`src/include/dpgsf_pkg.sv`:
```
// Purpose: shared constants and types of the global control command path
// Assumes: one clock domain, group mask of eight bits
// Notes:   function codes and broadcast control byte layout live here
`default_nettype none

package dpgsf_pkg;

   localparam int unsigned NUM_GROUPS = 8;
   localparam int unsigned FUNC_W     = 8;
   localparam int unsigned RESULT_W   = 8;

   // function codes of the channel_control_instruction
   localparam logic [FUNC_W-1:0] FC_FREEZE   = 8'h0d;
   localparam logic [FUNC_W-1:0] FC_UNFREEZE = 8'h0e;
   localparam logic [FUNC_W-1:0] FC_SYNC     = 8'h0f;
   localparam logic [FUNC_W-1:0] FC_UNSYNC   = 8'h10;

   // bit positions in the broadcast control byte
   localparam int unsigned GC_BIT_UNFREEZE = 2;
   localparam int unsigned GC_BIT_FREEZE   = 3;
   localparam int unsigned GC_BIT_UNSYNC   = 4;
   localparam int unsigned GC_BIT_SYNC     = 5;

   // reset values
   localparam logic [RESULT_W-1:0]   RESULT_RST = 8'h00;
   localparam logic [NUM_GROUPS-1:0] GROUP_RST  = 8'h00;
   localparam logic [7:0]            CTRL_RST   = 8'h00;

   typedef enum logic [2:0] {
      KIND_NONE     = 3'b000,
      KIND_FREEZE   = 3'b001,
      KIND_UNFREEZE = 3'b010,
      KIND_SYNC     = 3'b011,
      KIND_UNSYNC   = 3'b100
   } dpgsf_kind_type;

   typedef enum logic [0:0] {
      ST_IDLE = 1'b0,
      ST_SEND = 1'b1
   } dpgsf_state_type;

   function automatic dpgsf_kind_type dpgsf_decode(
      input logic [FUNC_W-1:0] func);
      dpgsf_kind_type k;
      k = KIND_NONE;
      if (func == FC_FREEZE) begin
         k = KIND_FREEZE;
      end else if (func == FC_UNFREEZE) begin
         k = KIND_UNFREEZE;
      end else if (func == FC_SYNC) begin
         k = KIND_SYNC;
      end else if (func == FC_UNSYNC) begin
         k = KIND_UNSYNC;
      end
      return k;
   endfunction

   function automatic logic [7:0] dpgsf_ctrl_byte(input dpgsf_kind_type k);
      logic [7:0] b;
      b = CTRL_RST;
      unique case (k)
         KIND_FREEZE:   b[GC_BIT_FREEZE]   = 1'b1;
         KIND_UNFREEZE: b[GC_BIT_UNFREEZE] = 1'b1;
         KIND_SYNC:     b[GC_BIT_SYNC]     = 1'b1;
         KIND_UNSYNC:   b[GC_BIT_UNSYNC]   = 1'b1;
         default:       b = CTRL_RST;
      endcase
      return b;
   endfunction

endpackage

`default_nettype wire

```
`src/verilog/dpgsf_group_state.sv`:
```
// Purpose: per-group sync and freeze state of the addressed slave groups
// Assumes: done pulses arrive only when the broadcast has been carried out
// Notes:   all outputs registered; one generate slice per group
`default_nettype none

module dpgsf_group_state
   import dpgsf_pkg::*;
(
   input  wire logic                  clock,
   input  wire logic                  rst,
   input  wire logic                  ce,
   input  wire logic                  cmd_done,
   input  wire dpgsf_kind_type        cmd_kind,
   input  wire logic [NUM_GROUPS-1:0] cmd_mask,
   input  wire logic                  data_exch,
   output logic      [NUM_GROUPS-1:0] sync_active,
   output logic      [NUM_GROUPS-1:0] freeze_active,
   output logic      [NUM_GROUPS-1:0] out_apply,
   output logic      [NUM_GROUPS-1:0] out_store,
   output logic      [NUM_GROUPS-1:0] out_update,
   output logic      [NUM_GROUPS-1:0] in_latch,
   output logic      [NUM_GROUPS-1:0] in_live
);

   logic [NUM_GROUPS-1:0] sync_d, freeze_d, apply_d, store_d, update_d;
   logic [NUM_GROUPS-1:0] latch_d, live_d;

   for (genvar g = 0; g < NUM_GROUPS; g++) begin : g_grp
      logic hit;
      assign hit = cmd_done && cmd_mask[g];
      always_comb begin
         sync_d[g]   = sync_active[g];
         freeze_d[g] = freeze_active[g];
         apply_d[g]  = 1'b0;
         latch_d[g]  = 1'b0;
         if (hit && cmd_kind == KIND_SYNC) begin
            // hold outputs; a repeat sync also applies the stored image
            apply_d[g] = sync_active[g];
            sync_d[g]  = 1'b1;
         end
         if (hit && cmd_kind == KIND_UNSYNC) begin
            apply_d[g] = sync_active[g];
            sync_d[g]  = 1'b0;
         end
         if (hit && cmd_kind == KIND_FREEZE) begin
            latch_d[g]  = 1'b1;
            freeze_d[g] = 1'b1;
         end
         if (hit && cmd_kind == KIND_UNFREEZE) begin
            freeze_d[g] = 1'b0;
         end
         store_d[g]  = data_exch && sync_active[g];
         update_d[g] = data_exch && !sync_active[g];
         // while frozen the exchange returns the latched inputs
         live_d[g]   = !freeze_d[g];
      end
   end

   always_ff @(posedge clock or posedge rst) begin
      if (rst) begin
         sync_active   <= GROUP_RST;
         freeze_active <= GROUP_RST;
         out_apply     <= GROUP_RST;
         out_store     <= GROUP_RST;
         out_update    <= GROUP_RST;
         in_latch      <= GROUP_RST;
         in_live       <= ~GROUP_RST;
      end else if (ce) begin
         sync_active   <= sync_d;
         freeze_active <= freeze_d;
         out_apply     <= apply_d;
         out_store     <= store_d;
         out_update    <= update_d;
         in_latch      <= latch_d;
         in_live       <= live_d;
      end
   end

endmodule // dpgsf_group_state

`default_nettype wire

```
`src/verilog/dpgsf_ctrl.sv`:
```
// Purpose: command interpreter for global sync, unsync, freeze, unfreeze
// Assumes: host gives function code and group mask with a one-cycle strobe
// Notes:   one broadcast per command, busy until the link acknowledges it
`default_nettype none

// Operation
// code 15 starts Sync, code 16 starts Unsync to the masked groups
// Unsync is decoded apart from Sync but uses the same mask path
// code 13 starts Freeze, code 14 starts Unfreeze to masked groups
// parameter is an eight-bit mask, group n on bit n-1
// at most eight groups, any number of slaves per group
// busy flag rises as soon as a global command starts
// on completion busy drops and the response code is loaded
// host issues a command only while busy reads low
// error flag set when the channel is not assigned
// command while busy sets error and is not started
// Sync makes the selected slaves hold their outputs together
// exchanges during Sync store the image without applying it
// Unsync applies all pending outputs at one common instant
// after Unsync outputs update on every normal exchange again
// repeated Sync applies the current image to all addressed outputs
// Freeze latches inputs at one instant, later changes ignored
// next exchange after Freeze returns the latched inputs
// after Unfreeze slaves report live inputs again
// host waits a delay after Freeze before using frozen inputs
// one command goes out as a single broadcast to all masked groups
module dpgsf_ctrl
   import dpgsf_pkg::*;
(
   input  wire logic                  clock,
   input  wire logic                  rst,
   input  wire logic                  ce,
   // host side
   input  wire logic                  cmd_valid,
   input  wire logic [FUNC_W-1:0]     cmd_func,
   input  wire logic [NUM_GROUPS-1:0] cmd_mask,
   input  wire logic                  channel_assigned,
   output logic                       global_command_busy_flag,
   output logic                       error_flag,
   output logic      [RESULT_W-1:0]   result,
   output logic                       cmd_done,
   // bus link side
   output logic                       gc_valid,
   output logic      [7:0]            gc_ctrl,
   output logic      [NUM_GROUPS-1:0] gc_groups,
   input  wire logic                  gc_ack,
   input  wire logic [RESULT_W-1:0]   gc_status,
   input  wire logic                  data_exch,
   // per-group state toward the cyclic exchange
   output logic      [NUM_GROUPS-1:0] sync_active,
   output logic      [NUM_GROUPS-1:0] freeze_active,
   output logic      [NUM_GROUPS-1:0] out_apply,
   output logic      [NUM_GROUPS-1:0] out_store,
   output logic      [NUM_GROUPS-1:0] out_update,
   output logic      [NUM_GROUPS-1:0] in_latch,
   output logic      [NUM_GROUPS-1:0] in_live
);

   dpgsf_state_type       state_q, state_d;
   dpgsf_kind_type        kind_q, kind_d;
   dpgsf_kind_type        req_kind;
   logic                  busy_q, busy_d;
   logic                  err_q, err_d;
   logic [RESULT_W-1:0]   result_q, result_d;
   logic                  done_q, done_d;
   logic                  gc_valid_q, gc_valid_d;
   logic [7:0]            gc_ctrl_q, gc_ctrl_d;
   logic [NUM_GROUPS-1:0] gc_groups_q, gc_groups_d;
   logic                  req_global;

   // decode of the request itself
   always_comb begin
      req_kind   = dpgsf_decode(cmd_func);
      req_global = cmd_valid && (req_kind != KIND_NONE);
   end

   // error flag: set on any refused command, cleared by an accepted one
   always_comb begin
      err_d = err_q;
      if (req_global) begin
         if (state_q == ST_SEND) begin
            // overlapping command is refused and flagged
            err_d = 1'b1;
         end else if (!channel_assigned) begin
            err_d = 1'b1;
         end else begin
            err_d = 1'b0;
         end
      end
   end

   always_ff @(posedge clock or posedge rst) begin
      if (rst) begin
         err_q <= 1'b0;
      end else if (ce) begin
         err_q <= err_d;
      end
   end

   // response code is captured only when the link acknowledges
   always_comb begin
      result_d = result_q;
      if (state_q == ST_SEND && gc_ack) begin
         result_d = gc_status;
      end
   end

   always_ff @(posedge clock or posedge rst) begin
      if (rst) begin
         result_q <= RESULT_RST;
      end else if (ce) begin
         result_q <= result_d;
      end
   end

   // next-state logic of the command sequencer
   always_comb begin
      state_d     = state_q;
      kind_d      = kind_q;
      busy_d      = busy_q;
      done_d      = 1'b0;
      gc_valid_d  = gc_valid_q;
      gc_ctrl_d   = gc_ctrl_q;
      gc_groups_d = gc_groups_q;
      unique case (state_q)
         ST_IDLE: begin
            if (req_global && channel_assigned) begin
               busy_d      = 1'b1;
               kind_d      = req_kind;
               // single broadcast carrying the whole mask
               gc_valid_d  = 1'b1;
               gc_ctrl_d   = dpgsf_ctrl_byte(req_kind);
               gc_groups_d = cmd_mask;
               state_d     = ST_SEND;
            end
         end
         ST_SEND: begin
            if (gc_ack) begin
               gc_valid_d = 1'b0;
               busy_d     = 1'b0;
               done_d     = 1'b1;
               state_d    = ST_IDLE;
            end
         end
         default: begin
            state_d    = ST_IDLE;
            busy_d     = 1'b0;
            gc_valid_d = 1'b0;
         end
      endcase
   end

   always_ff @(posedge clock or posedge rst) begin
      if (rst) begin
         state_q     <= ST_IDLE;
         kind_q      <= KIND_NONE;
         busy_q      <= 1'b0;
         done_q      <= 1'b0;
         gc_valid_q  <= 1'b0;
         gc_ctrl_q   <= CTRL_RST;
         gc_groups_q <= GROUP_RST;
      end else if (ce) begin
         state_q     <= state_d;
         kind_q      <= kind_d;
         busy_q      <= busy_d;
         done_q      <= done_d;
         gc_valid_q  <= gc_valid_d;
         gc_ctrl_q   <= gc_ctrl_d;
         gc_groups_q <= gc_groups_d;
      end
   end

   assign global_command_busy_flag = busy_q;
   assign error_flag               = err_q;
   assign result                   = result_q;
   assign cmd_done                 = done_q;
   assign gc_valid                 = gc_valid_q;
   assign gc_ctrl                  = gc_ctrl_q;
   assign gc_groups                = gc_groups_q;

   // group effects take hold together when the broadcast completes
   dpgsf_group_state u_groups (
      .clock         (clock),
      .rst           (rst),
      .ce            (ce),
      .cmd_done      (done_q),
      .cmd_kind      (kind_q),
      .cmd_mask      (gc_groups_q),
      .data_exch     (data_exch),
      .sync_active   (sync_active),
      .freeze_active (freeze_active),
      .out_apply     (out_apply),
      .out_store     (out_store),
      .out_update    (out_update),
      .in_latch      (in_latch),
      .in_live       (in_live)
   );

endmodule // dpgsf_ctrl

`default_nettype wire

```
`config.mk`:
```
export PLATFORM = sky130hd
export DESIGN_NAME = dpgsf_ctrl
export DESIGN_NICKNAME = d
export VERILOG_FILES = /design/src/include/dpgsf_pkg.sv /design/src/verilog/dpgsf_group_state.sv /design/src/verilog/dpgsf_ctrl.sv
export SDC_FILE = /design/constraint.sdc
export NUM_CORES = 1
export LEC_CHECK = 0
export BUFFER_PORTS_ARGS = -buffer_cell sky130_fd_sc_hd__buf_2
export CAP_MARGIN = 20
export CORE_ASPECT_RATIO = 1.75
export CORE_MARGIN = 8
export CORE_UTILIZATION = 40
export CTS_CLUSTER_SIZE = 24
export DETAILED_ROUTE_END_ITERATION = 6
export PLACE_DENSITY = 0.68
export SETUP_SLACK_MARGIN = 0.5
export SYNTH_ARGS = -nofsm -noshare
export SYNTH_HDL_FRONTEND = slang
export SYNTH_SLANG_ARGS = --single-unit
export TNS_END_PERCENT = 50
```
`constraint.sdc`:
```
create_clock -name clock -period 2.85 [get_ports clock]
set_input_delay 0.57 -clock clock [delete_from_list [all_inputs] [get_ports clock]]
set_output_delay 0.57 -clock clock [all_outputs]
set_load 0.01 [all_outputs]
```
==> summary.md, run 1 <==
| Metric | Value |
|---|---|
| Synth top area share | `0.5411` |
| Final design utilization | `0.5174` |
| Syn_area_per_cell | `11.80 µm²` |
| H-tree lvl count | `3` |
| Largest net degree at the start of global routing | `84` |
| Post-Synthesis Cells | `294` |
| Yosys top cell by area | `dfrtp_1` |
| Overflow after GRT | `0` |
| Max Fclk | `497.6 MHz` |
| Final hold viol count | `0` |
| Critical path capture point type | `register` |
| DIE WIDTH | `86.39 µm` |
| Via count | `2637` |
| Number of nets with antenna violations after routing | `0` |
| R2R Setup Slk | `1220 ps` |
| Hold-fix buffers at CTS | `0` |
| Setup tns final | `0 ps` |
| Count of pins over their slew limit | `0` |
| Initial DRC Count | `165` |
| Post-synth EDFFs | `0` |
| Top Usage Layer GRT | `met2` |
| RSZ-0062 raised after global routing | `false` |
| CP arrival | `2230 ps` |
| Via/cell ratio | `5.013` |
| Gates resized, CTS repair | `0` |
| Cts bufs inserted | `9` |
| Die area | `12020 µm²` |
| Final min period | `2010 ps` |
| Total wire length | `8900 µm` |
| Synthesis Warnings | `0` |
| Fin crit share | `0.7051` |
| Worst Hold Class | `input port to asynchronous set/reset pin` |
| Residual DRC | `0` |
| Routed WL per cell | `16.92 µm` |
| Clock Tree Root | `clkbuf_16` |
| Clock slew at reported path FFs | `60 ps` |
| Overall routing resource usage | `0.1532` |
| Chip Height | `139.2 µm` |
| Cell variety after synth | `38` |
| Setup Viol. Count Final | `0` |
| Leak Pwr | `2.287 nW` |
| Worst Reg-to-Reg Cells | `4` |
| Clock sinks | `83` |
| TritonCTS clock tree | `done` |
| CP Launch Type | `input port` |
| Status | `completed` |
| IO buf count | `110` |
| Reg2reg end | `u_groups.out_apply[5]$_DFFE_PP0P_` |
| Worst path cell trace | `buf_2 -> nor3_2 -> nand4_1 -> a2111oi_4 -> buf_4 -> mux2_2` |
| Netlist Area Pre-Place | `3468 µm²` |
| FF+latch count, synth | `83` |
| Worst-Skew Late Latency | `330 ps` |
| Critical path class | `input port to register` |
| Worst-case vdd ir drop | `391.7 µV` |
| Initial DRT Pass Iterations | `5` |
| Share of cells above drive strength 1 | `0.3985` |
| Core area | `8558 µm²` |
| Routing usage on met1 | `0.1638` |
| Largest stage delay on the critical path | `410 ps` |
| R2r startpoint | `kind_q[1]$_DFFE_PP0P_` |
| Clock Tree Buf Depth | `2` |
| Initial antenna violation count | `0` |
| Layout area overhead | `27.67%` |
| Post-CTS Setup Inserts | `0` |
| Rows | `45` |
| IO Count | `115` |
| Reported max-cap violation count | `0` |
| Vias in the first global route | `2733` |
| Asr flop ratio synth | `1.000` |
| Met3 usage | `0.04688` |
| Pwr dens | `615.6 nW/µm²` |
| Global placer's final weighted congestion | `0.7557` |
| First-pass GRT wire length | `14360 µm` |
| Worst-Margin Slew | `752.2 ps` |
| Ranking of synthesized cells by area | `dfrtp_1 (54%), dfstp_2 (6.1%), mux2_2 (4.9%), o21ai_0 (3.9%), a21oi_1 (2.7%)` |
| Max transition margin | `0.4978` |
| Final nets | `435` |
| Worst-case clock skew | `2.459 ps` |
| Ys flop type | `dfrtp_1` |
| Starting Density | `0.4053` |
| Crit path required time | `3070 ps` |
| Detailed placement HPWL | `6694 µm` |
| Slowest stage cell on the critical path | `a2111oi_4` |
| Seq/Total Area, Yosys | `0.6017` |
| Met2 Use GR | `0.2698` |
| Crit-path max FO | `17` |
| Ant diodes | `0` |
## cells by family (layout without fill, tap and decap cells)
logic type,after synthesis,count (layout),share of synthesized area
DFF,83,83,0.6017
AOI/OAI and AO/OA,90,90,0.1771
muxes,23,23,0.08045
and+or+nand+nor,69,69,0.1017
buffers and inverters,28,140,0.03788
other,1,4,0.001081
## layout make-up
type                       count  area (µm²)
fill                         821        4130
sequential                    83        2087
multi-input combinational    186        1261
timing repair buffer         114       593.1
clock buffer                  14       264.0
tap                          117       146.4
inverter                      10       41.29
clock inverter                 2       35.03
## placed cells by master, fill, tap and decap left out, drive strengths merged, types with 2 or more instances in the layout
master   count
and4         2
conb         4
and3         8
nor2        23
buf        114
dfrtp       75
o21a         9
nand2       18
nand3        7
a32o         7
nor3         2
a31oi        2
and2         2
clkbuf      14
o2bb2ai      5
mux2        21
o21ai       28
a21oi       19
mux2i        2
a22o        10
a21o         7
inv          9
dfstp        8
## report_power, final
group          leakage [nW]  total (mW)  switching, mW  internal [mW]
Sequential             1.06        1.29         0.0399           1.25
Clock                 0.147        1.15          0.424          0.725
Combinational          1.08       0.286          0.165          0.121
Total                  2.29        2.73          0.629           2.10
## through the flow
step           setup slack, ps  power, mW  hold slack [ps]  cell area [µm²]  std cells
6_report                 840.4      2.726            352.7             4428        526
5_1_grt                  755.0      2.841            406.6             4428        526
4_1_cts                  848.1      2.766            371.1             4428        526
3_5_place_dp             496.6      1.605            463.8             4129        510
3_3_place_gp             592.6      1.595            459.0             4129        510
2_1_floorplan            649.7      1.471            490.9             3483        297
## critical path: cells and delay by family
| kind | cells | cell delay [ps] |
|---|---|---|
| buffers and inverters | 2 | 440 |
| and+or+nand+nor | 2 | 440 |
| AOI/OAI and AO/OA | 1 | 410 |
| muxes | 1 | 370 |
## cells in the mapped netlist (2+ instances only)
cell,number
o2bb2ai_1,5
buf_4,5
a31oi_1,2
o21a_1,9
o21ai_0,27
mux2_2,15
clkbuf_1,12
a32o_1,7
dfstp_2,8
dfrtp_1,75
a22o_1,10
and3_1,8
mux2_4,6
and4_1,2
nor2_1,23
nand3_1,7
mux2i_1,2
inv_1,9
a21oi_1,19
nand2_1,18
a21o_1,7
and2_1,2
## worst max-delay path by stage
| stage | slack, ps | cells past startpoint | from | endpoint |
|---|---|---|---|---|
| 2_1_floorplan | 650 | 5 | cmd_func[5] | gc_ctrl[3]$_DFFE_PP0P_ |
| 6_report | 840 | 6 | cmd_func[5] | gc_groups[3]$_DFFE_PP0P_ |
| 5_1_grt | 750 | 6 | cmd_func[0] | gc_groups[3]$_DFFE_PP0P_ |
| 4_1_cts | 850 | 6 | cmd_func[5] | gc_groups[6]$_DFFE_PP0P_ |
| 3_5_place_dp | 500 | 6 | cmd_func[5] | gc_ctrl[5]$_DFFE_PP0P_ |
| 3_3_place_gp | 590 | 6 | cmd_func[5] | gc_ctrl[2]$_DFFE_PP0P_ |
## sequential cells by signal, indices dropped and copies added (netlist names)
name                    cells
u_groups.sync_active        8
u_groups.out_update         8
kind_q                      3
state_q                     1
error_flag                  1
u_groups.out_store          8
u_groups.in_live            8
gc_groups                   8
gc_valid                    1
u_groups.out_apply          8
result                      8
u_groups.in_latch           8
cmd_done                    1
gc_ctrl                     4
u_groups.freeze_active      8
## per-layer routing
layer / up-vias / part of all wire
li1: 1258 / -
met1: 1291 / 0.38
met2: 79 / 0.54
met3: 9 / 0.064
met4: 0 / 0.014
met5: - / 0
No activity file was read; power rests on OpenSTA's default activity.
==> run 2: changes to the inputs <==
- clock period: 2.85 -> 1.65 ns (I/O delays scaled with it)
==> run 2 against run 1 <==
  * Cell count up 8.7%
  * Global-route usage grew 1.6 points
  * Sequential power up 73%
  * Register-to-register slack lost 970 ps
==> summary.md, run 2 (synthesis gave the netlist of run 1 again) <==
| Metric | Value |
|---|---|
| Max Fclk | `616.7 MHz` |
| Fin cells | `572` |
| R2r startpoint | `kind_q[0]$_DFFE_PP0P_` |
| RSZ-0062 raised after global routing | `true` |
| Worst Path Buf+Inv | `3` |
| Critical path capture point type | `register` |
| FILL cells | `730` |
| DIE WIDTH | `86.39 µm` |
| Reg2reg end | `u_groups.freeze_active[6]$_DFFE_PP0P_` |
| Largest stage delay on the critical path | `350 ps` |
| Clock Tree Buf Depth | `2` |
| Place WS | `-313.4 ps` |
| CP delay by family, top | `simple AND/OR/NAND/NOR gates` |
| Final min period | `1622 ps` |
| Worst Hold Class | `input port to register` |
| Stages on worst setup path | `7` |
| Overall routing resource usage | `0.1697` |
| Status | `completed` |
| Total wire length | `10440 µm` |
| Clock sinks | `83` |
| Worst path cell trace | `buf_8 -> nor4b_4 -> nand3b_4 -> a2111oi_4 -> buf_4 -> clkbuf_16 -> mux2_4` |
| CP Launch Point | `cmd_func[5]` |
| Largest net degree at the start of global routing | `63` |
| Fin crit share | `0.9828` |
| Number of nets with antenna violations after routing | `0` |
| Leak Pwr | `2.617 nW` |
| Overflow after GRT | `0` |
| Clock Tree Root | `clkbuf_16` |
| Count of pins over their slew limit | `0` |
| Reported max-cap violation count | `0` |
| Initial DRT Pass Iterations | `4` |
| Share of cells above drive strength 1 | `0.5319` |
| Most common cell after layout, fill and taps aside | `buf_2` |
| Slowest stage cell on the critical path | `nor4b_4` |
| Cts bufs inserted | `9` |
| Chip Height | `139.2 µm` |
| First-pass GRT wire length | `15640 µm` |
| Worst-Skew Late Latency | `340 ps` |
| Pwr dens | `939.6 nW/µm²` |
| Worst-case clock skew | `5.620 ps` |
| Most frequent cells in the layout | `buf_2 (85), dfrtp_1 (67), buf_4 (36)` |
| Final nets | `481` |
| Layout area overhead | `50.14%` |
| Crit-path max FO | `7` |
| IO buf count | `110` |
| Crit path to | `gc_groups[2]$_DFFE_PP0P_` |
| Initial DRC Count | `205` |
| CP arrival | `1840 ps` |
| Cells after DPL | `525` |
| Routed WL per cell | `18.25 µm` |
| CP Launch Type | `input port` |
| Clock slew at reported path FFs | `60 ps` |
| Detailed placement HPWL | `6987 µm` |
| Critical path class | `input port to register` |
| Via/cell ratio | `5.156` |
| Crit path required time | `1870 ps` |
| Worst Reg-to-Reg Cells | `5` |
| Ant diodes | `0` |
| Residual DRC | `0` |
| Final hold viol count | `0` |
| R2R Setup Slk | `250 ps` |
| Via count | `2949` |
| Core area | `8558 µm²` |
| Starting Density | `0.4053` |
| TritonCTS clock tree | `done` |
| Rows | `45` |
| Vias in the first global route | `2934` |
| Setup Viol. Count Final | `0` |
| Final WS setup | `28.41 ps` |
| Global placer's final weighted congestion | `0.7679` |
| Initial antenna violation count | `0` |
| Hold_sp | `gc_status[2]` |
| H-tree lvl count | `3` |
| IO Count | `115` |
| Die area | `12020 µm²` |
| Worst-case vdd ir drop | `612.6 µV` |
## run 2: per-layer routing
| metal | track usage | vias to the layer above | wire length [µm] |
|---|---|---|---|
| li1 | - | 1354 | - |
| met1 | 0.1867 | 1452 | 3615 |
| met2 | 0.2872 | 118 | 5775 |
| met3 | 0.03858 | 25 | 645 |
| met4 | 0.09863 | 0 | 402 |
| met5 | 0 | - | 0 |
## run 2: worst min-delay path by stage
stage                                            end  slack [ps]  depth (start not counted)
2_1_floorplan               gc_groups[0]$_DFFE_PP0P_         480                          1
3_3_place_gp   u_groups.freeze_active[6]$_DFFE_PP0P_         270                          2
3_5_place_dp        u_groups.in_latch[6]$_DFFE_PP0P_         270                          2
4_1_cts                        result[6]$_DFFE_PP0P_         220                          2
5_1_grt                        result[0]$_DFFE_PP0P_         220                          2
6_report                       result[2]$_DFFE_PP0P_         220                          2
## run 2: report_power, final
group	switching, mW	total (mW)	internal [mW]
Clock	0.779	1.98	1.21
Sequential	0.0737	2.23	2.16
Combinational	0.349	0.675	0.326
## run 2: layout make-up
| type | instances | area, µm² | area share |
|---|---|---|---|
| Clock buffer | 11 | 242.7 | 0.04661 |
| Clock inverter | 5 | 52.55 | 0.01009 |
| Inverter | 10 | 41.29 | 0.007929 |
| Multi-Input combinational cell | 186 | 1415 | 0.2717 |
| Sequential cell | 83 | 2097 | 0.4027 |
| Tap cell | 117 | 146.4 | 0.02811 |
| Timing Repair Buffer | 160 | 1212 | 0.2328 |
## run 2: what timing repair did
| action | CTS | global route |
|---|---|---|
| cloned | 1 | 2 |
| hold buffers | 1 | 0 |
| endpoints found under the hold margin | 5 | 0 |
| endpoints found under the setup margin | 136 | 156 |
| pin swaps | 15 | 4 |
| gates resized for setup | 61 | 33 |
| setup buffers | 20 | 7 |
## run 2: per-stage QoR
step | util | area (µm²) | hold WS [ps] | TNS (ps) | power, mW
5_1_grt | 0.6085 | 5207 | 221.2 | -103.9 | 5.074
6_report | 0.6085 | 5207 | 222.0 | 0 | 4.893
2_1_floorplan | - | 3483 | 478.0 | -3560 | 2.540
4_1_cts | 0.5820 | 4981 | 215.4 | 0 | 4.892
3_5_place_dp | 0.4985 | 4267 | 269.2 | -4397 | 2.805
3_3_place_gp | 0.4985 | 4267 | 269.6 | -3622 | 2.781
==> run 3: changes to the inputs <==
- CORE_UTILIZATION: 40 -> 45
- PLACE_DENSITY: 0.68 -> 0.75
==> run 3 against run 2 <==
  * Register-to-register slack is essentially flat
  * Global-route usage grew 3.1 points
  * Die area fell by 9.5%
  * Hold slack worse by 3.9 ps
  * Largest cell class unchanged
  * Sequential share of layout area shrank 3.5 points
  * Clock skew rose by 5.6 ps
  * Combinational power rose by 15%
==> summary.md, run 3 (synthesis gave the netlist of run 1 again) <==
| Metric | Value |
|---|---|
| Crit-path max FO | `9` |
| Critical path capture point type | `register` |
| First-pass GRT wire length | `16800 µm` |
| Worst-case clock skew | `11.23 ps` |
| Routed WL per cell | `20.92 µm` |
| Clock Tree Buf Depth | `2` |
| FILL cells | `436` |
| Cts bufs inserted | `9` |
| IO buf count | `110` |
| Crit path required time | `1870 ps` |
| Overall routing resource usage | `0.2012` |
| Worst-case vdd ir drop | `755.9 µV` |
| Fin crit share | `0.9842` |
| Initial antenna violation count | `0` |
| Die area | `10880 µm²` |
| Count of pins over their slew limit | `0` |
| Via/cell ratio | `5.634` |
| Final nets | `506` |
| CP Launch Type | `input port` |
| Max Fclk | `615.8 MHz` |
| Final hold viol count | `0` |
| Starting Density | `0.4615` |
| Rows | `42` |
| Fin Hold WS | `218.2 ps` |
| Cells after DPL | `496` |
| Chip Height | `132.1 µm` |
| Post-DP Area | `4230 µm²` |
| Initial DRT Pass Iterations | `5` |
| Core area | `7515 µm²` |
| CP arrival | `1840 ps` |
| Initial DRC Count | `239` |
| Setup Viol. Count Final | `0` |
| IO Count | `115` |
| Via count | `3200` |
| Status | `completed` |
| Critical path class | `input port to register` |
| TritonCTS clock tree | `done` |
| Largest net degree at the start of global routing | `47` |
| Number of nets with antenna violations after routing | `0` |
| Residual DRC | `0` |
| Ant diodes | `0` |
| Final min period | `1624 ps` |
| Detailed placement HPWL | `6910 µm` |
| DIE WIDTH | `82.37 µm` |
| Vias in the first global route | `3167` |
| Clock slew at reported path FFs | `60 ps` |
| Total wire length | `11880 µm` |
| Worst-Skew Late Latency | `340 ps` |
| Most frequent cells in the layout | `buf_2 (77), dfrtp_1 (67), buf_6 (51)` |
| Setup tns final | `0 ps` |
| Worst Hold Class | `input port to asynchronous set/reset pin` |
| Global placer's final weighted congestion | `0.7911` |
| Fin cells | `568` |
| Clock Tree Root | `clkbuf_16` |
| RSZ-0062 raised after global routing | `true` |
| Layout area overhead | `64.29%` |
| H-tree lvl count | `3` |
| Leak Pwr | `2.881 nW` |
| Overflow after GRT | `0` |
| Design area | `5698 µm²` |
| Clock sinks | `83` |
| Share of cells above drive strength 1 | `0.6438` |
| Pwr dens | `941.6 nW/µm²` |
| Worst Reg-to-Reg Cells | `3` |
| Reported max-cap violation count | `0` |
| Most common cell after layout, fill and taps aside | `buf_2` |
run 3: per-stage QoR:
stage	worst slack [ps]	utilization	power, mW
after CTS	35.41	0.6851	5.248
final	26.06	0.7582	5.365
after global routing	-19.80	0.7582	5.547
after floorplan	-310.3	-	2.540
after global placement	-279.1	0.5629	2.778
after detailed placement	-345.8	0.5629	2.801
run 3: final timing paths:
| check | from | end | slack, ps |
|---|---|---|---|
| max reg2reg | state_q$_DFFE_PP0P_ | gc_groups[6]$_DFFE_PP0P_ | 260 |
| min in group clock | gc_status[1] | result[1]$_DFFE_PP0P_ | 220 |
| max in group asynchronous | rst | u_groups.in_live[0]$_DFFE_PP1P_ | 840 |
| max | cmd_func[5] | gc_groups[6]$_DFFE_PP0P_ | 30 |
| min reg2reg | u_groups.in_latch[1]$_DFFE_PP0P_ | u_groups.in_latch[1]$_DFFE_PP0P_ | 470 |
| min | rst | u_groups.out_update[5]$_DFFE_PP0P_ | 220 |
run 3: worst max-delay path, cell delays in order:
cell,delay [ps]
buf_8,100
nor4b_4,360
nand3b_4,120
a2111oi_4,380
buf_6,200
mux2_2,340
run 3: where the power goes:
| group | switching (mW) | internal [mW] |
|---|---|---|
| Sequential | 0.0765 | 2.16 |
| Clock | 0.830 | 1.52 |
| Combinational | 0.394 | 0.384 |
run 3: final cells by class:
cell class              instances  area [µm²]  area share
inverters                      10       48.80    0.008564
multi-input cells             186        1625      0.2852
clock inverters                 6       112.6     0.01976
well taps                      88       110.1     0.01932
flip-flops and latches         83        2097      0.3680
clock buffers                  10       239.0     0.04194
repair buffers                185        1465      0.2571
run 3: per-layer routing:
layer  track usage  part of all wire
met1        0.2181              0.34
met2        0.3519              0.55
met3       0.04918             0.070
met4       0.08055             0.037
met5             0                 0
run 3: repair_timing:
item | CTS | global route
setup buffers | 27 | 27
cloned | 1 | 0
endpoints found under the hold margin | 12 | 0
endpoints found under the setup margin | 145 | 177
pin swaps | 19 | 34
hold buffers | 1 | 0
resized for setup | 103 | 86
